`config.mk`:
```
export PLATFORM = sky130hd
export DESIGN_NAME = mtp_trigger_out
export DESIGN_NICKNAME = d
export VERILOG_FILES = /design/src/core/mtp_pkg.sv /design/src/core/mtp_pulse_timer.sv /design/src/core/mtp_trigger_out.sv
export SDC_FILE = /design/constraint.sdc
export NUM_CORES = 1
export LEC_CHECK = 0
export BUFFER_PORTS_ARGS = -buffer_cell sky130_fd_sc_hd__buf_2
export CORE_UTILIZATION = 30
export CTS_BUF_LIST = sky130_fd_sc_hd__clkbuf_4
export DETAILED_ROUTE_END_ITERATION = 6
export GPL_TIMING_DRIVEN = 0
export MAX_ROUTING_LAYER = met4
export PLACE_DENSITY = 0.51
export REMOVE_ABC_BUFFERS = 1
export SYNTH_ARGS = -nofsm -noshare
export SYNTH_HDL_FRONTEND = slang
export SYNTH_SLANG_ARGS = --single-unit
export TNS_END_PERCENT = 50
```
`constraint.sdc`:
```
create_clock -name core_clk_i -period 3 [get_ports core_clk_i]
set_input_delay 0.6 -clock core_clk_i [delete_from_list [all_inputs] [get_ports core_clk_i]]
set_output_delay 0.6 -clock core_clk_i [all_outputs]
set_load 0.01 [all_outputs]
```
`src/core/mtp_pkg.sv`:
```
package mtp_pkg;

  // Register map of the plain command port.
  localparam logic [3:0] ADDR_CTRL = 4'h0;
  localparam logic [3:0] ADDR_WIDTH = 4'h1;
  localparam logic [3:0] ADDR_STATUS = 4'h2;
  localparam logic [3:0] ADDR_COUNT = 4'h3;

  // Control register field positions.
  localparam int CTRL_ENABLE_BIT = 0;
  localparam int CTRL_POLARITY_BIT = 1;
  localparam int CTRL_POSITION_BIT = 2;
  localparam int CTRL_INTERVAL_LSB = 4;
  localparam int CTRL_INTERVAL_MSB = 5;

  // Clock and pulse width timing.
  localparam int CLK_HZ = 20_000_000;
  localparam int WIDTH_MIN_US = 1;
  localparam int WIDTH_MAX_US = 1_000_000;
  localparam int US_PER_S = 1_000_000;
  localparam int CYC_PER_US = CLK_HZ / US_PER_S;
  localparam int WIDTH_W = 20;
  localparam logic [19:0] WIDTH_RESET_US = 20'h00001;
  localparam logic [19:0] WIDTH_MIN = 20'h00001;
  localparam logic [19:0] WIDTH_MAX = 20'hf4240;
  localparam logic [4:0] US_CYCLES = 5'(CYC_PER_US);

  // Which measurement interval a pulse belongs to.
  typedef enum logic [1:0] {
    MTP_IV_SCAN = 2'b00,
    MTP_IV_SECTION = 2'b01,
    MTP_IV_STEP = 2'b10,
    MTP_IV_PARTIAL = 2'b11
  } mtp_interval_t;

  // Placement of the pulse against the interval.
  localparam logic POS_BEFORE = 1'b0;
  localparam logic POS_AFTER = 1'b1;

  // Polarity encodings.
  localparam logic POL_LOW = 1'b0;
  localparam logic POL_HIGH = 1'b1;

  // Reset values.
  localparam logic ENABLE_RESET = 1'b0;
  localparam logic POLARITY_RESET = POL_LOW;
  localparam logic POSITION_RESET = POS_AFTER;
  localparam mtp_interval_t INTERVAL_RESET = MTP_IV_SCAN;

  // Start and end strobes of each interval from the sweep engine.
  typedef struct packed {
    logic scan_start;
    logic scan_end;
    logic section_start;
    logic section_end;
    logic step_start;
    logic step_end;
    logic partial_start;
    logic partial_end;
  } mtp_sweep_events_t;

endpackage

```
`src/core/mtp_pulse_timer.sv`:
```
`timescale 1ns/10ps
`default_nettype none

// Counts a pulse width in microseconds, one prescaled tick per microsecond.
module mtp_pulse_timer (
  input wire logic core_clk_i,
  input wire logic resetn_i,
  input wire logic start_i,
  input wire logic [19:0] width_us_i,
  output logic busy_o
);

  logic [4:0] pre;
  logic [19:0] left;

  // Prescaler restarts with each pulse so the width is exact to the cycle.
  always_ff @(posedge core_clk_i or negedge resetn_i) begin
    if (!resetn_i) begin
      pre <= 5'h00;
      left <= 20'h00000;
      busy_o <= 1'b0;
    end else if (start_i) begin
      pre <= mtp_pkg::US_CYCLES - 5'h01;
      left <= width_us_i;
      busy_o <= 1'b1;
    end else if (busy_o) begin
      if (pre == 5'h00) begin
        pre <= mtp_pkg::US_CYCLES - 5'h01;
        if (left == 20'h00001) begin
          busy_o <= 1'b0;
        end
        left <= left - 20'h00001;
      end else begin
        pre <= pre - 5'h01;
      end
    end
  end

endmodule // mtp_pulse_timer

`default_nettype wire

```
`src/core/mtp_trigger_out.sv`:
```
`timescale 1ns/10ps
`default_nettype none

// How it works
// - Pulse width programmable 1 us to 1 s, reset value 1 us.
// - Output enable per channel; disabled means no pulses; off at reset.
// - One pulse per scan, section, step or partial step; scan at reset.
// - Polarity active high or active low; active low at reset.
// - Pulse placed before or after the interval; after at reset.
// - Before placement pulses ahead of acquisition of the interval.
// - After placement pulses as soon as acquisition of interval ends.
module mtp_trigger_out (
  input wire logic core_clk_i,
  input wire logic resetn_i,
  input wire logic [3:0] addr_i,
  input wire logic [31:0] wdata_i,
  input wire logic wr_i,
  input wire logic rd_i,
  output logic [31:0] rdata_o,
  input wire mtp_pkg::mtp_sweep_events_t events_i,
  output logic rear_pulse_output_o,
  output logic pulse_active_o
);

  logic enable;
  logic polarity;
  logic position;
  mtp_pkg::mtp_interval_t interval;
  logic [19:0] width_us;
  logic [15:0] pulse_count;
  logic fire;
  logic busy;
  logic ev_start;
  logic ev_end;
  logic wr_ctrl;
  logic wr_width;
  logic wr_count;
  logic pulse_on;
  logic [19:0] next_width;
  logic [15:0] next_count;
  logic [31:0] next_rdata;

  // One write strobe per writable register, decoded once for all its writers.
  // Unmapped addresses decode to nothing, so such writes are ignored.
  assign wr_ctrl = wr_i && (addr_i == mtp_pkg::ADDR_CTRL);
  assign wr_width = wr_i && (addr_i == mtp_pkg::ADDR_WIDTH);
  assign wr_count = wr_i && (addr_i == mtp_pkg::ADDR_COUNT);

  // Channel output enable.
  always_ff @(posedge core_clk_i or negedge resetn_i) begin
    if (!resetn_i) begin
      enable <= mtp_pkg::ENABLE_RESET;
    end else if (wr_ctrl) begin
      enable <= wdata_i[mtp_pkg::CTRL_ENABLE_BIT];
    end
  end

  // Pulse polarity; a change in mid-pulse flips the pin one clock after this register updates.
  always_ff @(posedge core_clk_i or negedge resetn_i) begin
    if (!resetn_i) begin
      polarity <= mtp_pkg::POLARITY_RESET;
    end else if (wr_ctrl) begin
      polarity <= wdata_i[mtp_pkg::CTRL_POLARITY_BIT];
    end
  end

  // Placement of the pulse against its interval.
  always_ff @(posedge core_clk_i or negedge resetn_i) begin
    if (!resetn_i) begin
      position <= mtp_pkg::POSITION_RESET;
    end else if (wr_ctrl) begin
      position <= wdata_i[mtp_pkg::CTRL_POSITION_BIT];
    end
  end

  // Interval selection; all four codes are legal choices.
  always_ff @(posedge core_clk_i or negedge resetn_i) begin
    if (!resetn_i) begin
      interval <= mtp_pkg::INTERVAL_RESET;
    end else if (wr_ctrl) begin
      interval <= mtp_pkg::mtp_interval_t'(
        wdata_i[mtp_pkg::CTRL_INTERVAL_MSB:mtp_pkg::CTRL_INTERVAL_LSB]);
    end
  end

  // Out of range widths are clamped rather than refused, so the timer
  // never holds a width that it cannot count.
  always_comb begin
    if (wdata_i[31:20] != 12'h000) begin
      next_width = mtp_pkg::WIDTH_MAX;
    end else if (wdata_i[19:0] < mtp_pkg::WIDTH_MIN) begin
      next_width = mtp_pkg::WIDTH_MIN;
    end else if (wdata_i[19:0] > mtp_pkg::WIDTH_MAX) begin
      next_width = mtp_pkg::WIDTH_MAX;
    end else begin
      next_width = wdata_i[19:0];
    end
  end

  // Pulse width in microseconds.
  always_ff @(posedge core_clk_i or negedge resetn_i) begin
    if (!resetn_i) begin
      width_us <= mtp_pkg::WIDTH_RESET_US;
    end else if (wr_width) begin
      width_us <= next_width;
    end
  end

  // Pick the start and end strobes of the selected interval.
  always_comb begin
    case (interval)
      mtp_pkg::MTP_IV_SCAN: begin
        ev_start = events_i.scan_start;
        ev_end = events_i.scan_end;
      end
      mtp_pkg::MTP_IV_SECTION: begin
        ev_start = events_i.section_start;
        ev_end = events_i.section_end;
      end
      mtp_pkg::MTP_IV_STEP: begin
        // Step strobes, not partial ones, so a step pulses only once.
        ev_start = events_i.step_start;
        ev_end = events_i.step_end;
      end
      mtp_pkg::MTP_IV_PARTIAL: begin
        ev_start = events_i.partial_start;
        ev_end = events_i.partial_end;
      end
      default: begin
        ev_start = 1'b0;
        ev_end = 1'b0;
      end
    endcase
  end

  // A pulse starts on the interval's start or end, per placement.
  // A new event during a running pulse is dropped; width must be short.
  assign fire = enable && !busy &&
    ((position == mtp_pkg::POS_BEFORE && ev_start) ||
     (position == mtp_pkg::POS_AFTER && ev_end));

  // The timer is not stopped by a cleared enable: it runs out silently.
  // A quick re-enable therefore shows the rest of a running pulse, which
  // is the price of keeping the timer free of any abort path.
  mtp_pulse_timer u_timer (
    .core_clk_i(core_clk_i),
    .resetn_i(resetn_i),
    .start_i(fire),
    .width_us_i(width_us),
    .busy_o(busy)
  );

  // Active level in the fire cycle and while the timer runs, if the channel is enabled.
  assign pulse_on = (fire || busy) && enable;

  // The pin is registered so that it never glitches on strobe changes.
  // It starts in the cycle after the fire cycle, one clock after the strobe edge,
  // and sits at the inactive level of the polarity otherwise.
  always_ff @(posedge core_clk_i or negedge resetn_i) begin
    if (!resetn_i) begin
      rear_pulse_output_o <= ~mtp_pkg::POLARITY_RESET;
      pulse_active_o <= 1'b0;
    end else begin
      pulse_active_o <= pulse_on;
      if (pulse_on) begin
        rear_pulse_output_o <= polarity;
      end else begin
        rear_pulse_output_o <= ~polarity;
      end
    end
  end

  // A pulse fired in the cycle of a clear is still counted, so software
  // never loses a pulse to a badly timed clear.
  always_comb begin
    if (wr_count) begin
      next_count = 16'h0000;
    end else begin
      next_count = pulse_count;
    end
    if (fire) begin
      next_count = next_count + 16'h0001;
    end
  end

  // Counts issued pulses so software can watch activity.
  // The counter wraps silently at 16 bits.
  always_ff @(posedge core_clk_i or negedge resetn_i) begin
    if (!resetn_i) begin
      pulse_count <= 16'h0000;
    end else begin
      pulse_count <= next_count;
    end
  end

  // Read mux; unmapped addresses and idle cycles give zero.
  always_comb begin
    next_rdata = 32'h00000000;
    if (rd_i) begin
      case (addr_i)
        mtp_pkg::ADDR_CTRL: next_rdata = {26'h0, interval, 1'b0,
                                          position, polarity, enable};
        mtp_pkg::ADDR_WIDTH: next_rdata = {12'h000, width_us};
        mtp_pkg::ADDR_STATUS: next_rdata = {31'h0, busy};
        mtp_pkg::ADDR_COUNT: next_rdata = {16'h0000, pulse_count};
        default: next_rdata = 32'h00000000;
      endcase
    end
  end

  // Read data appear the cycle after the strobe and only then.
  always_ff @(posedge core_clk_i or negedge resetn_i) begin
    if (!resetn_i) begin
      rdata_o <= 32'h00000000;
    end else begin
      rdata_o <= next_rdata;
    end
  end

endmodule // mtp_trigger_out

`default_nettype wire

```
==> results.json, run 1 <==
{
  "syn_inst": 437,
  "cts.sinks": 89,
  "synthFlopType": "dfrtp_1",
  "async_flop_share": 1.00,
  "cts_setup_buffers": 0,
  "yosysWarnings": 0,
  "cts_resized": 0,
  "start_util": 0.307,
  "gp_congestion": 0.786,
  "ioPinCount": 82,
  "ys_ff_latch": 89,
  "port_buffers": 69,
  "synth_mux_area_frac": 0.0267,
  "error": "[ERROR DRT-0255] Maze Route cannot find path of net core_clk_i in worker of routeBox ( 96600 0 ) ( 123920 48300 ).",
  "cts_hold_buf": 0,
  "cts_max_level": 3,
  "ys_seq_area_frac": 0.500,
  "syn_avg_cell_area_sq_um": 10.2,
  "synth_cell_type_count": 57,
  "synth_edf_count": 0,
  "dpl.hpwl_um": 8080,
  "synth_adder_area_share": 0.0112,
  "yosys-top-cells-area": "dfrtp_1, nand2_1, xnor2_1",
  "syn_area_sq_um": 4460,
  "synth_xor_area_frac": 0.0452,
  "grt-ovfl-total": 0,
  "clock-root-buffer": "clkbuf_4",
  "cts_buffer_depth": 2,
  "synth_largest_area_cell": "dfrtp_1",
  "synth_compound_area_frac": 0.142,
  "synth_top_family_by_area": "simple AND/OR/NAND/NOR gates",
  "dieWidth_um": 124,
  "cts-buffers-inserted": 9,
  "place_inst": 669,
  "grt_usage": 0.165,
  "grt_pass1_vias": 3497,
  "synth_top_area_share": 0.483,
  "grt_max_degree": 55,
  "synth-simple-area-share": 0.219,
  "outcome": "did not finish",
  "grt_pass1_wl_um": 18300,
  "row_count": 44,
  "lastStage": "detailed routing (5_2_route)",
  "die_h_um": 124,
  "antenna_found_initial": 1
}
-- stage by stage --
step                hold slack, ns   util  worst slack, ns  instance area, sq um
floorplan                    0.304      -            0.471                  4310
global placement             0.491  0.336           -0.238                  4880
detailed placement           0.488  0.340          -0.0468                  4930
CTS                         0.0802  0.347            0.282                  5050
global route                0.0894  0.347            0.130                  5050
-- routing by layer --
layer	GRT usage
met1	0.215
met2	0.254
met3	0.0417
met4	0.0469
met5	-
-- kinds of logic after synthesis --
kind of cell | count (synthesis)
AO/OA/AOI/OAI | 92
XOR/XNOR | 23
adder cells (fa/ha/maj) | 4
buffers and inverters | 47
flip-flops | 89
multiplexers | 11
other | 1
AND/OR/NAND/NOR | 170
-- synth_stat cells, types with 3 or more instances --
| master | number |
|---|---|
| a21oi_1 | 18 |
| a21oi_2 | 3 |
| a222oi_1 | 3 |
| a22o_1 | 12 |
| a22oi_1 | 11 |
| and2_1 | 4 |
| and3_1 | 7 |
| buf_2 | 7 |
| buf_4 | 13 |
| clkbuf_1 | 13 |
| dfrtp_1 | 86 |
| dfstp_2 | 3 |
| ha_1 | 4 |
| inv_1 | 13 |
| mux2_2 | 7 |
| mux2i_1 | 4 |
| nand2_1 | 45 |
| nand2b_1 | 3 |
| nand3_1 | 8 |
| nand3b_1 | 3 |
| nand4_1 | 7 |
| nor2_1 | 36 |
| nor3_1 | 10 |
| nor4_1 | 13 |
| o21ai_0 | 15 |
| o21ai_1 | 5 |
| o22a_1 | 4 |
| o31ai_1 | 10 |
| or3_1 | 3 |
| or4_1 | 10 |
| xnor2_1 | 19 |
| xor2_1 | 4 |
==> run 2, diff against run 1 <==
--- a/config.mk
+++ b/config.mk
@@ -6,12 +6,10 @@
 export NUM_CORES = 1
 export LEC_CHECK = 0
 export BUFFER_PORTS_ARGS = -buffer_cell sky130_fd_sc_hd__buf_2
-export CORE_UTILIZATION = 30
-export CTS_BUF_LIST = sky130_fd_sc_hd__clkbuf_4
+export CORE_UTILIZATION = 20
 export DETAILED_ROUTE_END_ITERATION = 6
 export GPL_TIMING_DRIVEN = 0
-export MAX_ROUTING_LAYER = met4
-export PLACE_DENSITY = 0.51
+export PLACE_DENSITY_LB_ADDON = 0.15
 export REMOVE_ABC_BUFFERS = 1
 export SYNTH_ARGS = -nofsm -noshare
 export SYNTH_HDL_FRONTEND = slang
==> run 2 against run 1 <==
Compared with the run above: the run now ends clean; synthesized cell count is the same; area after synthesis is the same; global-route usage shrank 5.0 points.
==> results.json, run 2 <==
{
  "crit_fanout": 14,
  "row_count": 54,
  "tightest_slew_ns": 0.799,
  "finalNetCount": 548,
  "slew_viol_final": 0,
  "crit_type": "input pin to flip-flop",
  "antenna_found_initial": 0,
  "final_common_cell": "dfrtp_1",
  "slew_headroom": 0.466,
  "top_regs": "rdata_o (20), u_timer.left (20), width_us (20)",
  "synth_largest_area_cell": "dfrtp_1",
  "worst_slack_ns": 0.305,
  "routed-via-count": 3507,
  "cts-buffers-inserted": 9,
  "drtIter0Drc": 199,
  "irDropWorstVdd_uv": 230,
  "synth_top_area_share": 0.483,
  "grt_usage": 0.115,
  "start_kind": "input pin",
  "period_share": 0.898,
  "syn_area_sq_um": 4460,
  "path_clk_slew_ns": 0.07,
  "fin_total_pwr_mw": 2.95,
  "drt-pass1-iter-count": 5,
  "synth_edf_count": 0,
  "synth.most_common_cell": "dfrtp_1",
  "ant_nets": 0,
  "cts_tree": "built",
  "core_area_sq_um": 21800,
  "setup_tns_ns": 0,
  "cts_max_level": 3,
  "antenna_cells": 0,
  "finalSetupViolCount": 0,
  "end_kind": "flip-flop",
  "clock-root-buffer": "clkbuf_16",
  "async_flop_share": 1.00,
  "grt_pass1_wl_um": 19900,
  "avgRoutedWirePerCell_um": 16.0,
  "ioPinCount": 82,
  "dpl.hpwl_um": 9040,
  "ys_ff_latch": 89,
  "synth_common_cells": "dfrtp_1, nand2_1, nor2_1",
  "dieWidth_um": 151,
  "die_h_um": 151,
  "min_path_type": "input pin to async pin",
  "gp_congestion": 0.758,
  "cts_resized": 0,
  "layout_common_cells": "dfrtp_1, buf_2, nand2_1",
  "drc_errors": 0,
  "hold_viol": 0,
  "syn_inst": 437,
  "worstPathRequired_ns": 3.20,
  "cts_buffer_depth": 2,
  "area_delta_synth_final_pct": 20.1,
  "drv_cap": 0,
  "cts_setup_buffers": 0,
  "start_util": 0.204,
  "drt-total-wl_um": 12500,
  "finalClockSkew_ns": 0.00882,
  "yosysWarnings": 0,
  "grt_max_degree": 67,
  "cts.sinks": 89,
  "synthFlopType": "dfrtp_1",
  "final_util": 0.245,
  "cp.arrival_ns": 2.89,
  "synth_cell_type_count": 57,
  "grt_pass1_vias": 3554,
  "ys_seq_area_frac": 0.500,
  "port_buffers": 69,
  "grt-ovfl-total": 0,
  "max_freq_mhz": 371,
  "power_leakage_nw": 2.19,
  "drive_above_1_share": 0.232,
  "cts_hold_buf": 0,
  "rsz0062_at_grt": "false",
  "outcome": "finished, final reports clean",
  "place_ws_ns": -0.172,
  "via_per_inst": 4.49,
  "clk_latency_ns": 0.34,
  "syn_avg_cell_area_sq_um": 10.2,
  "yosys-top-cells-area": "dfrtp_1, nand2_1, xnor2_1",
  "period_minus_slack_ns": 2.69,
  "p_per_area_nw_per_um2": 551,
  "dieArea_sq_um": 22900
}
==> run 2: cell counts after synthesis <==
Identical to the previous run, type by type.
==> run 2: path summary, 6_finish.rpt <==
check                       startpoint                   to  slack (ns)  depth (start not counted)
hold reg to reg               polarity  rear_pulse_output_o        0.49                          1
max in group asynchronous     resetn_i             position        2.14                          2
hold / removal                resetn_i       u_timer.pre[2]        0.17                          1
setup / recovery             addr_i[1]          width_us[9]        0.31                          6
min in group core_clk_i       polarity  rear_pulse_output_o        0.49                          1
setup reg to reg           interval[0]       pulse_count[7]        0.32                          5
==> run 2: logic make-up (layout without fill, tap and decap cells) <==
family,after synthesis,after routing,synth area share
simple gates,170,170,0.219
compound gates,92,92,0.142
flops,89,89,0.500
buf+inv,47,100,0.0542
xor+xnor,23,23,0.0452
mux,11,11,0.0267
fa+ha+maj,4,4,0.0112
other cells,1,12,0.000841
==> run 2: where the power goes <==
group / leakage, nW / total [mW] / switching (mW) / internal (mW)
Sequential: 1.11 / 1.44 / 0.123 / 1.31
Clock: 0.142 / 1.15 / 0.488 / 0.666
Combinational: 0.938 / 0.356 / 0.199 / 0.157
Total: 2.19 / 2.95 / 0.811 / 2.14
==> run 2: critical path: stages <==
cell	delay, ns
buf_2	0.14
nand2b_1	0.21
nor4b_4	0.61
nand4_1	0.49
a21oi_2	0.69
a21oi_1	0.15
==> run 2: layout make-up <==
class,count,area [sq um]
Clock buffer,11,243
Clock inverter,5,55.1
Fill cell,2357,16500
Inverter,13,48.8
Multi-Input combinational cell,312,2040
Sequential cell,89,2230
Tap cell,280,350
Timing Repair Buffer,71,387
==> run 2: per-stage QoR <==
stage | area (sq um) | hold slack [ns] | std cells
floorplan | 4310 | 0.304 | 414
finish | 5350 | 0.165 | 781
CTS | 5350 | 0.165 | 781
detailed placement | 5060 | 0.472 | 765
global route | 5350 | 0.174 | 781
global placement | 5000 | 0.472 | 763
==> run 2: metal layers <==
layer,track usage,vias up,share of wire
met2,0.190,68,0.50
met5,0,-,0
met3,0.0235,13,0.041
met1,0.147,1741,0.45
met4,0.0415,0,0.013
li1,-,1685,-
No activity file was read; power rests on OpenSTA's default activity.
==> run 3, diff against run 2 <==
--- a/config.mk
+++ b/config.mk
@@ -10,6 +10,7 @@
 export DETAILED_ROUTE_END_ITERATION = 6
 export GPL_TIMING_DRIVEN = 0
 export PLACE_DENSITY_LB_ADDON = 0.15
+export RECOVER_POWER = 100
 export REMOVE_ABC_BUFFERS = 1
 export SYNTH_ARGS = -nofsm -noshare
 export SYNTH_HDL_FRONTEND = slang
==> run 3 against run 2 <==
Compared with the run above: sequential power barely moved; clock skew barely moved; clock-buffer cell count did not move; cell count did not move; fmax fell by 1.2%; first-iteration DRC count fell by 6.5%; wire length rose by 0.31%; register-to-register slack got worse by 0.05 ns; via count rose by 0.37%; sequential share of layout area rose by 0.78 points; combinational power fell by 3%; critical path depth rose by 1; largest cell class unchanged; highest routed layer unchanged.
==> results.json, run 3 (same netlist as run 2, synthesis figures left out) <==
{
  "outcome": "finished, final reports clean",
  "hold_viol": 0,
  "cts_max_level": 3,
  "cp.arrival_ns": 2.92,
  "core_area_sq_um": 21800,
  "start_util": 0.204,
  "grt_usage": 0.115,
  "place_inst": 765,
  "drive_above_1_share": 0.172,
  "drt-total-wl_um": 12500,
  "slew_viol_final": 0,
  "ant_nets": 0,
  "drtIter0Drc": 186,
  "drc_errors": 0,
  "grt-ovfl-total": 0,
  "r2r_slack_ns": 0.27,
  "wl_met2_um": 6290,
  "cts_buffer_depth": 2,
  "finalSetupViolCount": 0,
  "fin_cells": 781,
  "cts_hold_buf": 0,
  "finalNetCount": 548,
  "worstPathRequired_ns": 3.19,
  "reg2reg_depth": 7,
  "path_clk_slew_ns": 0.07,
  "gp_congestion": 0.758,
  "min_path_cells": 2,
  "grt_pass1_wl_um": 19900,
  "finalClockSkew_ns": 0.00897,
  "place_area_sq_um": 5060,
  "cts_setup_buffers": 0,
  "min_path_type": "input pin to flip-flop",
  "cts_tree": "built",
  "setup_tns_ns": 0,
  "cts-buffers-inserted": 9,
  "rsz0062_at_grt": "false",
  "ioPinCount": 82,
  "antenna_cells": 0,
  "routed-via-count": 3520,
  "irDropWorstVdd_uv": 230,
  "drv_cap": 0,
  "period_minus_slack_ns": 2.73,
  "p_per_area_nw_per_um2": 559,
  "final_common_cell": "dfrtp_1",
  "crit_fanout": 9,
  "power_leakage_nw": 2.06,
  "highest_layer": "met4",
  "end_kind": "flip-flop",
  "port_buffers": 69,
  "cts.sinks": 89,
  "grt_max_degree": 67,
  "cts_resized": 0,
  "drt-pass1-iter-count": 6,
  "met1Wirelength_um": 5680,
  "dieArea_sq_um": 22900,
  "clk_latency_ns": 0.34,
  "dieWidth_um": 151,
  "layout_common_cells": "dfrtp_1, nand2_1, buf_2",
  "max_freq_mhz": 367,
  "fin_area_sq_um": 5260,
  "route.met3.wl_um": 407,
  "tightest_slew_ns": 1.38,
  "dpl.hpwl_um": 9040,
  "period_share": 0.909,
  "start_kind": "flip-flop",
  "clock-root-buffer": "clkbuf_16",
  "row_count": 54,
  "crit_type": "flip-flop to flip-flop",
  "top_regs": "rdata_o (20), u_timer.left (20), width_us (20)",
  "die_h_um": 151,
  "grt_pass1_vias": 3554,
  "avgRoutedWirePerCell_um": 16.1,
  "via_per_inst": 4.51,
  "area_delta_synth_final_pct": 17.8,
  "slew_headroom": 0.0830,
  "antenna_found_initial": 0
}
## run 3: cell types whose count changed in the layout (fill, tap and decap cells not counted), sizes merged
| cell | previous run | this run |
|---|---|---|
| buf | 71 | 45 |
| clkbuf | 11 | 37 |
## run 3: path summary, 6_finish.rpt
kind / start / end
max: u_timer.pre[0] / u_timer.left[15]
min: wdata_i[13] / width_us[13]
max reg2reg: u_timer.pre[0] / u_timer.left[15]
min reg2reg: polarity / rear_pulse_output_o
max in group asynchronous: resetn_i / rdata_o[14]
min in group asynchronous: resetn_i / u_timer.pre[3]
## run 3: stage by stage
step / power [mW] / hold WS, ns / setup WS [ns] / utilization
finish: 2.94 / 0.490 / 0.272 / 0.241
global route: 3.10 / 0.491 / 0.0694 / 0.241
CTS: 3.00 / 0.165 / 0.196 / 0.245
detailed placement: 1.83 / 0.472 / -0.172 / 0.232
global placement: 1.81 / 0.472 / -0.317 / 0.229
floorplan: 1.65 / 0.304 / 0.471 / -
## run 3: critical path: stages, from the launching register on
cell and delay, ns:
dfrtp_1 0.41, inv_1 0.07, ha_1 0.19, or4b_1 0.63, nand4bb_1 0.56, nor4_1 0.44, xnor2_1 0.18, a21oi_1 0.09
## run 3: layout make-up
cell class,count,area (sq um)
repair buffers,71,327
clock inverters,5,55.1
inverters,13,48.8
well taps,280,350
multi-input cells,312,2000
clock buffers,11,243
flip-flops and latches,89,2230
fillers,2368,16600
## run 3: report_power, final
group,switching (mW),internal (mW),total (mW)
Sequential,0.123,1.31,1.44
Clock,0.489,0.667,1.16
Combinational,0.196,0.149,0.345
## run 3: per-layer routing
metal / track usage / vias up
met5: 0 / -
li1: - / 1686
met2: 0.190 / 64
met4: 0.0415 / 0
met3: 0.0235 / 13
met1: 0.147 / 1757
